### src/hw/tmr_cmp_defs.svh
/*
  Offsets, field positions, reset values and timing for the timer with
  compare unit. Assumes a 32-bit Avalon-MM slave with word offsets.
*/
`ifndef TMR_CMP_DEFS_SVH
`define TMR_CMP_DEFS_SVH

`define OFF_TIMER_CONTROL 4'h0
`define OFF_COUNT_LOW 4'h1
`define OFF_COUNT_HIGH 4'h2
`define OFF_COMPARE_LOW 4'h3
`define OFF_COMPARE_HIGH 4'h4
`define OFF_COMPARE_CONTROL 4'h5
`define OFF_STATUS 4'h6
`define OFF_IO_LATCH 4'h7

`define BIT_RUN 0
`define BIT_SRC 1
`define BIT_SYNC_BYP 2
`define BIT_OSC_EN 3
`define BIT_PS_LO 4
`define BIT_PS_HI 5
`define BIT_SYSCLK_AUX 6
`define BIT_WIDE 7

`define BIT_CMP_IRQ_EN 4
`define BIT_ST_CMP_FLAG 0
`define BIT_ST_OVF_FLAG 1

`define RST_TIMER_CONTROL 8'h00
`define RST_COMPARE_CONTROL 8'h00

`define MODE_SET_HIGH 4'h8
`define MODE_SET_LOW 4'h9
`define MODE_TOGGLE 4'h2
`define MODE_SOFT_IRQ 4'ha
`define MODE_SPECIAL 4'hb

`define CORE_CLK_MHZ 250
`define INSTR_DIV 4

`endif

### src/hw/tmr_cmp_pkg.sv
/*
  Types for the timer with compare unit. Assumes tmr_cmp_defs.svh for
  all numeric constants.
*/
package tmr_cmp_pkg;
  typedef logic [3:0] reg_addr_t;
  typedef logic [15:0] count_t;
  typedef logic [3:0] cmp_mode_t;
endpackage

### src/hw/timer_with_compare_unit.sv
/*
  Timer/counter with a 16-bit output-compare unit behind Avalon-MM.
  Assumes a one-clock system; the external count pin is asynchronous,
  the oscillator-status and A/D-enabled inputs come from same-clock logic.
*/
// Design decisions made here: the register offsets and the Avalon-MM interface to the registers.
`timescale 1ns/1ps
`include "tmr_cmp_defs.svh"

// How it works
// - count is sixteen bits in two bytes
// - run-enable bit 0 gates counting
// - bit 7 picks atomic sixteen-bit access
// - bit 6 reports system clock source
// - bits 5-4 prescale one, two, four, eight
// - bit 3 enables the auxiliary oscillator
// - bit 2 skips the extra external input register stage
// - bit 1 selects external rising edges
// - compare value checked against count in modes 0010 and 1xxx
// - match drives, clears or toggles pin
// - match sets the compare flag
// - zero compare control clears output latch
// - mode 1010 flags only, pin untouched
// - interrupt when flag and enable set
// - mode 1011 pulses special event trigger
// - special event trigger clears the count
// - trigger starts conversion if converter enabled
module timer_with_compare_unit #(
  parameter int INSTR_DIVIDE = `INSTR_DIV
) (
  input wire logic i_core_clk,
  input wire logic i_rst,
  input wire tmr_cmp_pkg::reg_addr_t i_avs_address,
  input wire logic i_avs_read,
  input wire logic i_avs_write,
  input wire logic [31:0] i_avs_writedata,
  input wire logic [3:0] i_avs_byteenable,
  input wire logic i_ext_clk_pin,
  input wire logic i_sysclk_from_aux_osc,
  input wire logic i_adc_enabled,
  output logic [31:0] o_avs_readdata,
  output logic o_avs_waitrequest,
  output logic o_aux_osc_enable,
  output logic o_compare_output_pin,
  output logic o_compare_irq,
  output logic o_special_event,
  output logic o_adc_start
);
  import tmr_cmp_pkg::*;

  // the two-bit divider cannot count past four
  if (INSTR_DIVIDE < 1 || INSTR_DIVIDE > 4) begin : g_bad_divide
    $error("instruction divide must lie between 1 and 4");
  end

  logic [7:0] timer_control;
  logic [7:0] compare_control;
  count_t count;
  count_t compare_value;
  logic [7:0] high_buffer;
  logic [7:0] high_write_buffer;
  logic compare_match_flag;
  logic overflow_flag;
  logic io_latch;
  logic cmp_latch;
  logic [1:0] instr_div;
  logic [2:0] prescale_cnt;
  logic ext_meta;
  logic ext_sync;
  logic ext_prev;
  logic ext_prev2;
  logic match_prev;
  logic answered;

  // registers are written only on the low byte lane
  wire bus_req = (i_avs_read | i_avs_write) & ~answered;
  // writes land on the edge at which waitrequest is seen low
  wire wr_lane0 = i_avs_write & answered & i_avs_byteenable[0];
  wire rd_req = i_avs_read & bus_req;
  wire wr_ctrl = wr_lane0 & (i_avs_address == `OFF_TIMER_CONTROL);
  wire wr_low = wr_lane0 & (i_avs_address == `OFF_COUNT_LOW);
  wire wr_high = wr_lane0 & (i_avs_address == `OFF_COUNT_HIGH);
  wire wr_cmp_lo = wr_lane0 & (i_avs_address == `OFF_COMPARE_LOW);
  wire wr_cmp_hi = wr_lane0 & (i_avs_address == `OFF_COMPARE_HIGH);
  wire wr_cmp_ctl = wr_lane0 & (i_avs_address == `OFF_COMPARE_CONTROL);
  wire wr_status = wr_lane0 & (i_avs_address == `OFF_STATUS);
  wire wr_latch = wr_lane0 & (i_avs_address == `OFF_IO_LATCH);
  wire rd_low = rd_req & (i_avs_address == `OFF_COUNT_LOW);
  wire [7:0] wdata = i_avs_writedata[7:0];

  wire wide_access_mode = timer_control[`BIT_WIDE];
  wire timer_run_enable = timer_control[`BIT_RUN];
  wire count_source_select = timer_control[`BIT_SRC];
  wire ext_clock_sync_bypass = timer_control[`BIT_SYNC_BYP];
  wire [1:0] input_prescale_select =
    timer_control[`BIT_PS_HI:`BIT_PS_LO];
  cmp_mode_t compare_mode_select;
  assign compare_mode_select = compare_control[3:0];
  wire compare_irq_enable = compare_control[`BIT_CMP_IRQ_EN];

  // instruction clock: one pulse every INSTR_DIVIDE core clocks, four by default
  wire instr_tick = (instr_div == 2'(INSTR_DIVIDE - 1));
  // both paths pass the two-flop synchroniser; the synchronised one
  // adds one more register stage, one clock later; its edge is not aligned to instr_tick
  wire ext_edge_raw = ext_sync & ~ext_prev;
  wire ext_edge_sync = ext_prev & ~ext_prev2;
  wire ext_edge = ext_clock_sync_bypass ? ext_edge_raw
                                        : ext_edge_sync;
  wire src_tick = count_source_select ? ext_edge
                                      : instr_tick;
  wire [2:0] ps_mask = 3'((4'h1 << input_prescale_select) - 4'h1);
  wire ps_done = ((prescale_cnt & ps_mask) == ps_mask);
  wire count_tick = timer_run_enable & src_tick & ps_done;

  wire match_now = (count == compare_value);
  wire cmp_mode_on = compare_mode_select[3] |
                     (compare_mode_select == `MODE_TOGGLE);
  wire match_evt = cmp_mode_on & match_now & ~match_prev;
  wire special_evt = match_evt &
                     (compare_mode_select == `MODE_SPECIAL);
  wire count_wr = wr_low | (wr_high & ~wide_access_mode);
  // a software write in the wrap cycle wins, so no overflow then
  wire wrap_evt = count_tick & (count == 16'hffff) & ~special_evt &
                  ~count_wr;

  wire [7:0] count_high_byte = count[15:8];
  wire [7:0] count_low_byte = count[7:0];
  wire [7:0] high_read = wide_access_mode ? high_buffer
                                          : count_high_byte;
  wire [7:0] ctrl_read = {timer_control[7],
                          i_sysclk_from_aux_osc,
                          timer_control[5:0]};
  logic [7:0] rd_byte;
  always_comb begin
    unique case (i_avs_address)
      `OFF_TIMER_CONTROL: rd_byte = ctrl_read;
      `OFF_COUNT_LOW: rd_byte = count_low_byte;
      `OFF_COUNT_HIGH: rd_byte = high_read;
      `OFF_COMPARE_LOW: rd_byte = compare_value[7:0];
      `OFF_COMPARE_HIGH: rd_byte = compare_value[15:8];
      `OFF_COMPARE_CONTROL: rd_byte = compare_control;
      `OFF_STATUS: rd_byte = {6'h00, overflow_flag, compare_match_flag};
      `OFF_IO_LATCH: rd_byte = {7'h00, io_latch};
      default: rd_byte = 8'h00;
    endcase
  end

  // one wait state: every access answers on the second edge
  always_ff @(posedge i_core_clk or posedge i_rst) begin
    if (i_rst) begin
      answered <= 1'b0;
      o_avs_waitrequest <= 1'b1;
      o_avs_readdata <= 32'h0;
    end else begin
      answered <= bus_req;
      o_avs_waitrequest <= ~bus_req;
      if (rd_req)
        o_avs_readdata <= {24'h0, rd_byte};
    end
  end

  always_ff @(posedge i_core_clk or posedge i_rst) begin
    if (i_rst) begin
      ext_meta <= 1'b0;
      ext_sync <= 1'b0;
      ext_prev <= 1'b0;
      ext_prev2 <= 1'b0;
      instr_div <= 2'h0;
    end else begin
      ext_meta <= i_ext_clk_pin;
      ext_sync <= ext_meta;
      ext_prev <= ext_sync;
      ext_prev2 <= ext_prev;
      instr_div <= instr_tick ? 2'h0 : instr_div + 2'h1;
    end
  end

  always_ff @(posedge i_core_clk or posedge i_rst) begin
    if (i_rst)
      prescale_cnt <= 3'h0;
    else if (wr_low | wr_ctrl | special_evt)
      prescale_cnt <= 3'h0;
    else if (timer_run_enable & src_tick)
      prescale_cnt <= ps_done ? 3'h0 : prescale_cnt + 3'h1;
  end

  always_ff @(posedge i_core_clk or posedge i_rst) begin
    if (i_rst) begin
      timer_control <= `RST_TIMER_CONTROL;
      compare_control <= `RST_COMPARE_CONTROL;
      compare_value <= 16'h0;
      io_latch <= 1'b0;
    end else begin
      if (wr_ctrl)
        timer_control <= {wdata[7], 1'b0, wdata[5:0]};
      if (wr_cmp_ctl)
        compare_control <= {3'h0, wdata[4:0]};
      if (wr_cmp_lo)
        compare_value[7:0] <= wdata;
      if (wr_cmp_hi)
        compare_value[15:8] <= wdata;
      if (wr_latch)
        io_latch <= wdata[0];
    end
  end

  always_ff @(posedge i_core_clk or posedge i_rst) begin
    if (i_rst) begin
      count <= 16'h0;
      high_buffer <= 8'h0;
      high_write_buffer <= 8'h0;
    end else begin
      if (rd_low)
        high_buffer <= count_high_byte;
      if (wr_high)
        high_write_buffer <= wdata;
      if (special_evt)
        count <= 16'h0;
      else if (wr_low & wide_access_mode)
        count <= {high_write_buffer, wdata};
      else if (wr_low)
        count[7:0] <= wdata;
      else if (wr_high & ~wide_access_mode)
        count[15:8] <= wdata;
      else if (count_tick)
        count <= count + 16'h1;
    end
  end

  // flags: hardware set beats a software clear in the same cycle
  always_ff @(posedge i_core_clk or posedge i_rst) begin
    if (i_rst) begin
      compare_match_flag <= 1'b0;
      overflow_flag <= 1'b0;
      match_prev <= 1'b0;
    end else begin
      match_prev <= match_now;
      if (match_evt)
        compare_match_flag <= 1'b1;
      else if (wr_status & wdata[`BIT_ST_CMP_FLAG])
        compare_match_flag <= 1'b0;
      if (wrap_evt)
        overflow_flag <= 1'b1;
      else if (wr_status & wdata[`BIT_ST_OVF_FLAG])
        overflow_flag <= 1'b0;
    end
  end

  always_ff @(posedge i_core_clk or posedge i_rst) begin
    if (i_rst)
      cmp_latch <= 1'b0;
    else if (wr_cmp_ctl & (wdata == 8'h00))
      cmp_latch <= 1'b0;
    else if (match_evt) begin
      unique case (compare_mode_select)
        `MODE_SET_HIGH: cmp_latch <= 1'b1;
        `MODE_SET_LOW: cmp_latch <= 1'b0;
        `MODE_TOGGLE: cmp_latch <= ~cmp_latch;
        default: cmp_latch <= cmp_latch;
      endcase
    end
  end

  // modes without a pin action let the port latch through the pin
  wire pin_driven = (compare_mode_select == `MODE_SET_HIGH) |
                    (compare_mode_select == `MODE_SET_LOW) |
                    (compare_mode_select == `MODE_TOGGLE);
  wire next_pin = pin_driven ? cmp_latch : io_latch;

  always_ff @(posedge i_core_clk or posedge i_rst) begin
    if (i_rst) begin
      o_compare_output_pin <= 1'b0;
      o_compare_irq <= 1'b0;
      o_special_event <= 1'b0;
      o_adc_start <= 1'b0;
      o_aux_osc_enable <= 1'b0;
    end else begin
      o_compare_output_pin <= next_pin;
      o_compare_irq <= compare_match_flag & compare_irq_enable;
      o_special_event <= special_evt;
      o_adc_start <= special_evt & i_adc_enabled;
      o_aux_osc_enable <= timer_control[`BIT_OSC_EN];
    end
  end

  chk_special_clears_count: assert property (
    @(posedge i_core_clk) disable iff (i_rst)
    special_evt |=> (count == 16'h0))
    else $error("special event did not clear the count");

  chk_match_sets_flag: assert property (
    @(posedge i_core_clk) disable iff (i_rst)
    match_evt |=> compare_match_flag)
    else $error("match did not set compare flag");

  chk_irq_follows_flag: assert property (
    @(posedge i_core_clk) disable iff (i_rst)
    (compare_match_flag & compare_irq_enable) |=> o_compare_irq)
    else $error("interrupt not raised");

  chk_stopped_holds_count: assert property (
    @(posedge i_core_clk) disable iff (i_rst)
    (!timer_run_enable && !wr_low && !wr_high && !special_evt)
      |=> $stable(count))
    else $error("count moved while stopped");

  chk_adc_start_gate: assert property (
    @(posedge i_core_clk) disable iff (i_rst)
    o_adc_start |-> ($past(special_evt) && $past(i_adc_enabled)))
    else $error("conversion started without enabled converter");

  chk_soft_mode_pin: assert property (
    @(posedge i_core_clk) disable iff (i_rst)
    (compare_mode_select == `MODE_SOFT_IRQ) ##1
      (compare_mode_select == `MODE_SOFT_IRQ)
      |-> (o_compare_output_pin == $past(io_latch)))
    else $error("pin changed in soft interrupt mode");

  chk_wrap_sets_ovf: assert property (
    @(posedge i_core_clk) disable iff (i_rst)
    wrap_evt |=> (overflow_flag && count == 16'h0))
    else $error("wrap did not flag overflow");

  chk_low_read_buffers: assert property (
    @(posedge i_core_clk) disable iff (i_rst)
    rd_low |=> (high_buffer == $past(count_high_byte)))
    else $error("high byte not buffered on low read");

  chk_clear_ctl_latch: assert property (
    @(posedge i_core_clk) disable iff (i_rst)
    (wr_cmp_ctl && wdata == 8'h00) |=> !cmp_latch)
    else $error("compare latch not cleared");

  chk_bus_one_wait: assert property (
    @(posedge i_core_clk) disable iff (i_rst)
    ($rose(i_avs_read | i_avs_write) && o_avs_waitrequest)
      |=> !o_avs_waitrequest)
    else $error("bus answer late");

  chk_pin_follows_latch: assert property (
    @(posedge i_core_clk) disable iff (i_rst)
    pin_driven |=> (o_compare_output_pin == $past(cmp_latch)))
    else $error("pin does not follow compare latch");

  chk_trigger_one_cycle: assert property (
    @(posedge i_core_clk) disable iff (i_rst)
    o_special_event |=> !o_special_event)
    else $error("special event longer than one cycle");

  chk_osc_enable_level: assert property (
    @(posedge i_core_clk) disable iff (i_rst)
    o_aux_osc_enable == $past(timer_control[`BIT_OSC_EN]))
    else $error("oscillator enable does not follow control");
endmodule

### config.mk
export PLATFORM = sky130hd
export DESIGN_NAME = timer_with_compare_unit
export DESIGN_NICKNAME = d
export VERILOG_FILES = /design/src/hw/tmr_cmp_pkg.sv /design/src/hw/timer_with_compare_unit.sv
export VERILOG_INCLUDE_DIRS = /design/src /design/src/hw
export SDC_FILE = /design/constraint.sdc
export NUM_CORES = 1
export LEC_CHECK = 0
export ABC_AREA = 1
export BUFFER_PORTS_ARGS = -buffer_cell sky130_fd_sc_hd__buf_2
export CAP_MARGIN = 10
export CORE_MARGIN = 5
export CORE_UTILIZATION = 60
export CTS_BUF_LIST = sky130_fd_sc_hd__clkbuf_16
export DETAILED_ROUTE_END_ITERATION = 16
export PLACE_DENSITY = 0.95
export SLEW_MARGIN = 20
export SYNTH_ARGS = -nofsm -noshare
export SYNTH_HDL_FRONTEND = slang
export SYNTH_SLANG_ARGS = --single-unit
### constraint.sdc
create_clock -name i_core_clk -period 5.6 [get_ports i_core_clk]
set_input_delay 1.4 -clock i_core_clk [delete_from_list [all_inputs] [get_ports i_core_clk]]
set_output_delay 1.4 -clock i_core_clk [all_outputs]
set_load 0.01 [all_outputs]
# --- Word-level counts from Yosys, hierarchy flattened ---
# Index checks and enable logic that the tools add are counted.
totals:
  regBits: 89
  inputBits: 47
  wordCells: 131
op_classes:
  addsub: 4
  eq_ne: 17
  shift: 1
  n_mux: 23
  bitwise_logic: 47
  reduce_logical: 12
ops:
  columns: ["operator", "count"]
  rows:
  - ["$pmux W8 S8", 1]
  - ["$mux W16", 3]
  - ["$mux W8", 5]
  - ["$and A1 B1 Y1", 30]
  - ["$add A16 B1 Y16 const B", 1]
  - ["$eq A16 B16 Y1", 1]
  - ["$eq A16 B16 Y1 const B", 1]
  - ["$eq A4 B3 Y1 const B", 4]
  - ["$eq A4 B2 Y1 const B", 3]
  - ["$eq A4 B4 Y1 const B", 3]
  - ["$reduce_bool A4 Y1", 3]
  - ["$mux W1", 9]
  - ["$mux W3", 3]
  - ["$not A1 Y1", 9]
  - ["$logic_not A8 Y1", 1]
  - ["$reduce_bool A2 Y1", 4]
  - ["$or A1 B1 Y1", 7]
  - ["$reduce_and A2 Y1", 3]
  - ["$eq A4 B1 Y1 const B", 1]
  - ["$logic_not A4 Y1", 1]
  - ["$ne A4 B3 Y1 const B", 1]
  - ["$add A3 B1 Y3 const B", 1]
  - ["$and A3 B3 Y3", 1]
  - ["$eq A3 B3 Y1", 1]
  - ["7 further kinds", 7]

# --- Logic depth before layout (Yosys ltp) ---
logic_depth:
  word_depth: 11
  ltp_mapped: 11
  ltp_nobuf: 11

# --- Least setup slack after synthesis ---
# OpenSTA, ideal clock, no wires.
synth_timing:
  path_kind: "in2reg"
  startpoint: "input i_avs_write"
  endpoint: "register count[0]"
  setup_ns: 0.124
  t_arrival_ns: 2.424
  required_ns: 5.476
  slack_ns: 3.052
  path_stages: 8
  n_path_buf: 0
  path_cell_list: "nand3_1 -> inv_1 -> nand3_2 -> inv_2 -> nor2_2 -> clkinv_2 -> nand4_1 -> nand2_1"
synth_between:
  elab_chain_cells: 6
  elab_cells_between_ends: 12
  cone_classes: "eq/ne: 1; mux: 3; bitwise: 6; reduce/logical: 2"
synth_lines:
  columns: ["element", "line", "source"]
  rows:
  - ["start: declaration", "timer_with_compare_unit.sv:35", "input wire logic i_avs_write,"]
  - ["$and A1 B1 Y1 (*) (2 in a row)", "timer_with_compare_unit.sv:78", "wire wr_lane0 = i_avs_write & answered & i_avs_byteenable[0];"]
  - ["$and A1 B1 Y1 (on tied branches)", "timer_with_compare_unit.sv:82, timer_with_compare_unit.sv:81", null]
  - ["$and A1 B1 Y1, or another cell as far along", "timer_with_compare_unit.sv:223", "else if (wr_high & ~wide_access_mode)"]
  - ["$ne A4 B3 Y1 (no line), or another cell as far along", null, null]
  - ["$reduce_and A2 Y1 (no line) or $mux W16 (tied branches)", null, null]
  - ["end signal: assignment", "timer_with_compare_unit.sv:220", "count <= {high_write_buffer, wdata};"]
  - ["end signal: assignment", "timer_with_compare_unit.sv:222", "count[7:0] <= wdata;"]
  - ["end signal: assignment", "timer_with_compare_unit.sv:226", "count <= count + 16'h1;"]
  - ["end: declaration", "timer_with_compare_unit.sv:58", "count_t count;"]
# Every way passes the cells marked *; elsewhere a longest branch is shown, timed or not.
# A chain may end at the register's enable or synchronous reset.

# --- Worst setup path after layout ---
layout_timing:
  startpoint: "input i_avs_address[3]"
  endpoint: "register count[9]"
layout_between:
  elab_chain_cells: 7
  elab_cells_between_ends: 13
  cone_classes: "eq/ne: 3; mux: 4; bitwise: 4; reduce/logical: 2"
layout_lines:
  columns: ["element", "line", "source"]
  rows:
  - ["start: declaration", "timer_with_compare_unit.sv:33", "input wire tmr_cmp_pkg::reg_addr_t i_avs_address,"]
  - ["$eq A4 B2 Y1", null, null]
  - ["$and A1 B1 Y1", "timer_with_compare_unit.sv:82", "wire wr_high = wr_lane0 & (i_avs_address == `OFF_COUNT_HIGH);"]
  - ["$and A1 B1 Y1", "timer_with_compare_unit.sv:223", null]
  - ["$mux W8", "timer_with_compare_unit.sv:223", null]
  - ["$mux W8", "timer_with_compare_unit.sv:221", "else if (wr_low)"]
  - ["$mux W16", "timer_with_compare_unit.sv:219", "else if (wr_low & wide_access_mode)"]
  - ["$mux W16", "timer_with_compare_unit.sv:217", "if (special_evt)"]
  - ["end signal: assignment", "timer_with_compare_unit.sv:220", null]
  - ["end signal: assignment", "timer_with_compare_unit.sv:224", "count[15:8] <= wdata;"]
  - ["end signal: assignment", "timer_with_compare_unit.sv:226", null]
# Several ways; a longest one is shown, not always the timed one. The select of a mux whose other input is x is not followed.

==> metrics.txt <==
Post-Synthesis Cells 697; Longest Clk Path Bufs 2; grt ovf 0; CP endpoint kind flop; Synth Area in Simple Gates 30.6%; syn_area_per_cell 7.41 µm²; first-pass GRT wire length 23.2 mm; post-cts resize count 0; drt wl/cell 17.0 µm; Starting Density 62.3%; critical path launch point type input port; Clock Sinks 89; Ant. Diodes 0; routability cong. 1.01; postcts setup bufs 0; synth warn 0; CTS tree done; Final TNS setup 0 ps; Synth area leaders dfrtp_1 43%, nand2_1 15%, o21ai_0 7.7%; initial antenna violation count 0; synthesized flop and latch total 89; Final nets 776; TritonCTS buffer count 9; clock root buffer clkbuf_16; Area Overhead vs Synth 8.23%; Slew @ Worst Pin 891 ps; max-slew violation count 0; Rel. slew slack 40.5%; Max Cap Viol 0; compound-cell area share of the yosys netlist 12.2%; Min Hold Slack 359 ps; CP required 5830 ps; Hold Path Class reg2reg; num ports 85; top-area cell type share of the netlist area 42.6%; number of global-route vias before repair 4661; H-tree levels 3; Cells after DPL 820; layout cells sized above 1 12.7%; Critical Path Fanout Max 20; die area 10600 µm²; pin count of the biggest net entering global routing 47; Synth Area in XOR/XNOR 1.53%; drt initial violations 530; die height 103 µm; Clock transition at path regs 70 ps; fmax 295 MHz; Leakage 2.81 nW; # hold bufs at CTS 0; DP HPWL 10.4 mm; drt first pass iters 6; largest family of logic cells by synthesized area simple AND/OR/NAND/NOR gates; # fillers 670; RSZ-0062 raised after global routing false; drt total wl 14.2 mm; total number of vias 4939; synth unique cells 40; core area 8300 µm²; Global Route Usage Sum 28.5%; worst skew pair latency 340 ps; mux contribution to synthesized area 0%; Critical Path AT 3610 ps; Synth Cell Area 5170 µm²; status complete, no violations; Synth Area in Adders 0.726%; post-synthesis sequential area ratio 43.1%; ANT nets after route 0; Finish-stage setup viols 0; worst vdd ir 0.000177 V; Finished Layout Cells 836; post-layout min period 3380 ps; IO Port Bufs 33; Horiz. Die Dim 103 µm; fraction of the cycle the final worst path needs 60.4%; FP Rows 33; crit path kind in2reg; via/cell ratio 5.91; Final Hold Fails 0; power per cell area 308 nW/µm²; drt drc 0; skew final 11.0 ps; Synth area leader dfrtp_1
## power breakdown
part           internal, mW  total (mW)  switching [mW]
clock                 0.356       0.633           0.278
combinational         0.102       0.313           0.211
sequential            0.711       0.778          0.0661
## cell usage after synthesis (all sizes together)
master and number:
nand2 214, dfrtp 88, inv 86, o21ai 84, nor2 56, nand3 45, buf 33, nand4 24
o211ai 10, or2 9, a21oi 6, clkbuf 6, nor3 5, o22ai 5, xnor2 5, o2111ai 4
xor2 4, ha 3, o31ai 2, a22oi 1, clkinv 1, conb 1, dfstp 1, nor3b 1
nor4 1, o221ai 1, o32ai 1
## per-stage QoR
step / total power [mW] / instance area, µm² / utilization [%] / setup WS (ps)
final: 1.72 / 5590 / 67.4 / 2220
after global routing: 1.80 / 5590 / 67.4 / 2050
after CTS: 1.72 / 5590 / 67.4 / 2270
after detailed placement: 1.09 / 5280 / 63.7 / 1940
after global placement: 1.07 / 5280 / 63.7 / 1990
after floorplan: 1.00 / 5250 / - / 1890
## cell type report
class                      instances  area (µm²)  share of cell area [%]
sequential                        89        2230                    39.8
inverter                          87         332                    5.93
timing repair buffer              34         173                    3.09
clock buffer                       9         225                    4.03
tap                              105         131                    2.35
multi-input combinational        505        2420                    43.2
clock inverter                     7        85.1                    1.52
## critical path: stages
cell	delay (ps)
buf_2	120
nor2_4	200
nand2_2	170
nor2_2	710
nand2_2	420
nand2_4	280
inv_2	120
nand3_1	100
nand2_1	80
## logic make-up after synthesis
kind of cell,after synthesis
buf+inv,126
simple gates,355
xor+xnor,9
other cells,1
fa+ha+maj,3
flops,89
compound gates,114
## routing by layer
layer  share of wire [%]  vias up  wire (µm)  global-route usage [%]
li1                    -     2270          -                       -
met3                 9.5       58       1350                    4.19
met1                  41     2298       5760                    39.1
met2                  46      313       6490                    44.7
met5                   0        -          0                       0
met4                 4.3        0        614                    13.6
## worst paths after layout
check,from,slack (ps),cells past startpoint,to
worst max-delay path,i_avs_address[3],2220,9,count[9]
worst min-delay path,ext_meta,360,0,ext_sync
worst max register to register,answered,3170,7,count[9]
worst min register to register,ext_meta,360,0,ext_sync
max in group asynchronous,i_rst,3400,3,high_write_buffer[1]
min in group asynchronous,i_rst,1150,2,answered
## cell usage in the layout (no fill, tap or decap), drive strengths merged, types with 2 or more instances in the layout
master / count
o211ai: 10
clkbuf: 9
nand2: 214
ha: 3
xnor2: 5
o22ai: 5
dfrtp: 88
nand4: 24
a21oi: 6
nor3: 5
buf: 34
o31ai: 2
xor2: 4
o2111ai: 4
conb: 24
clkinv: 4
nor2: 56
or2: 9
o21ai: 84
inv: 89
nand3: 45
## state kept, by name (all words and copies together), names as in the netlist, 2 cells and up
signal             cells
compare_control        5
compare_value         16
count                 16
high_buffer            8
high_write_buffer      8
instr_div              2
o_avs_readdata         8
prescale_cnt           3
timer_control          7
(Power assumes the default switching activity.)
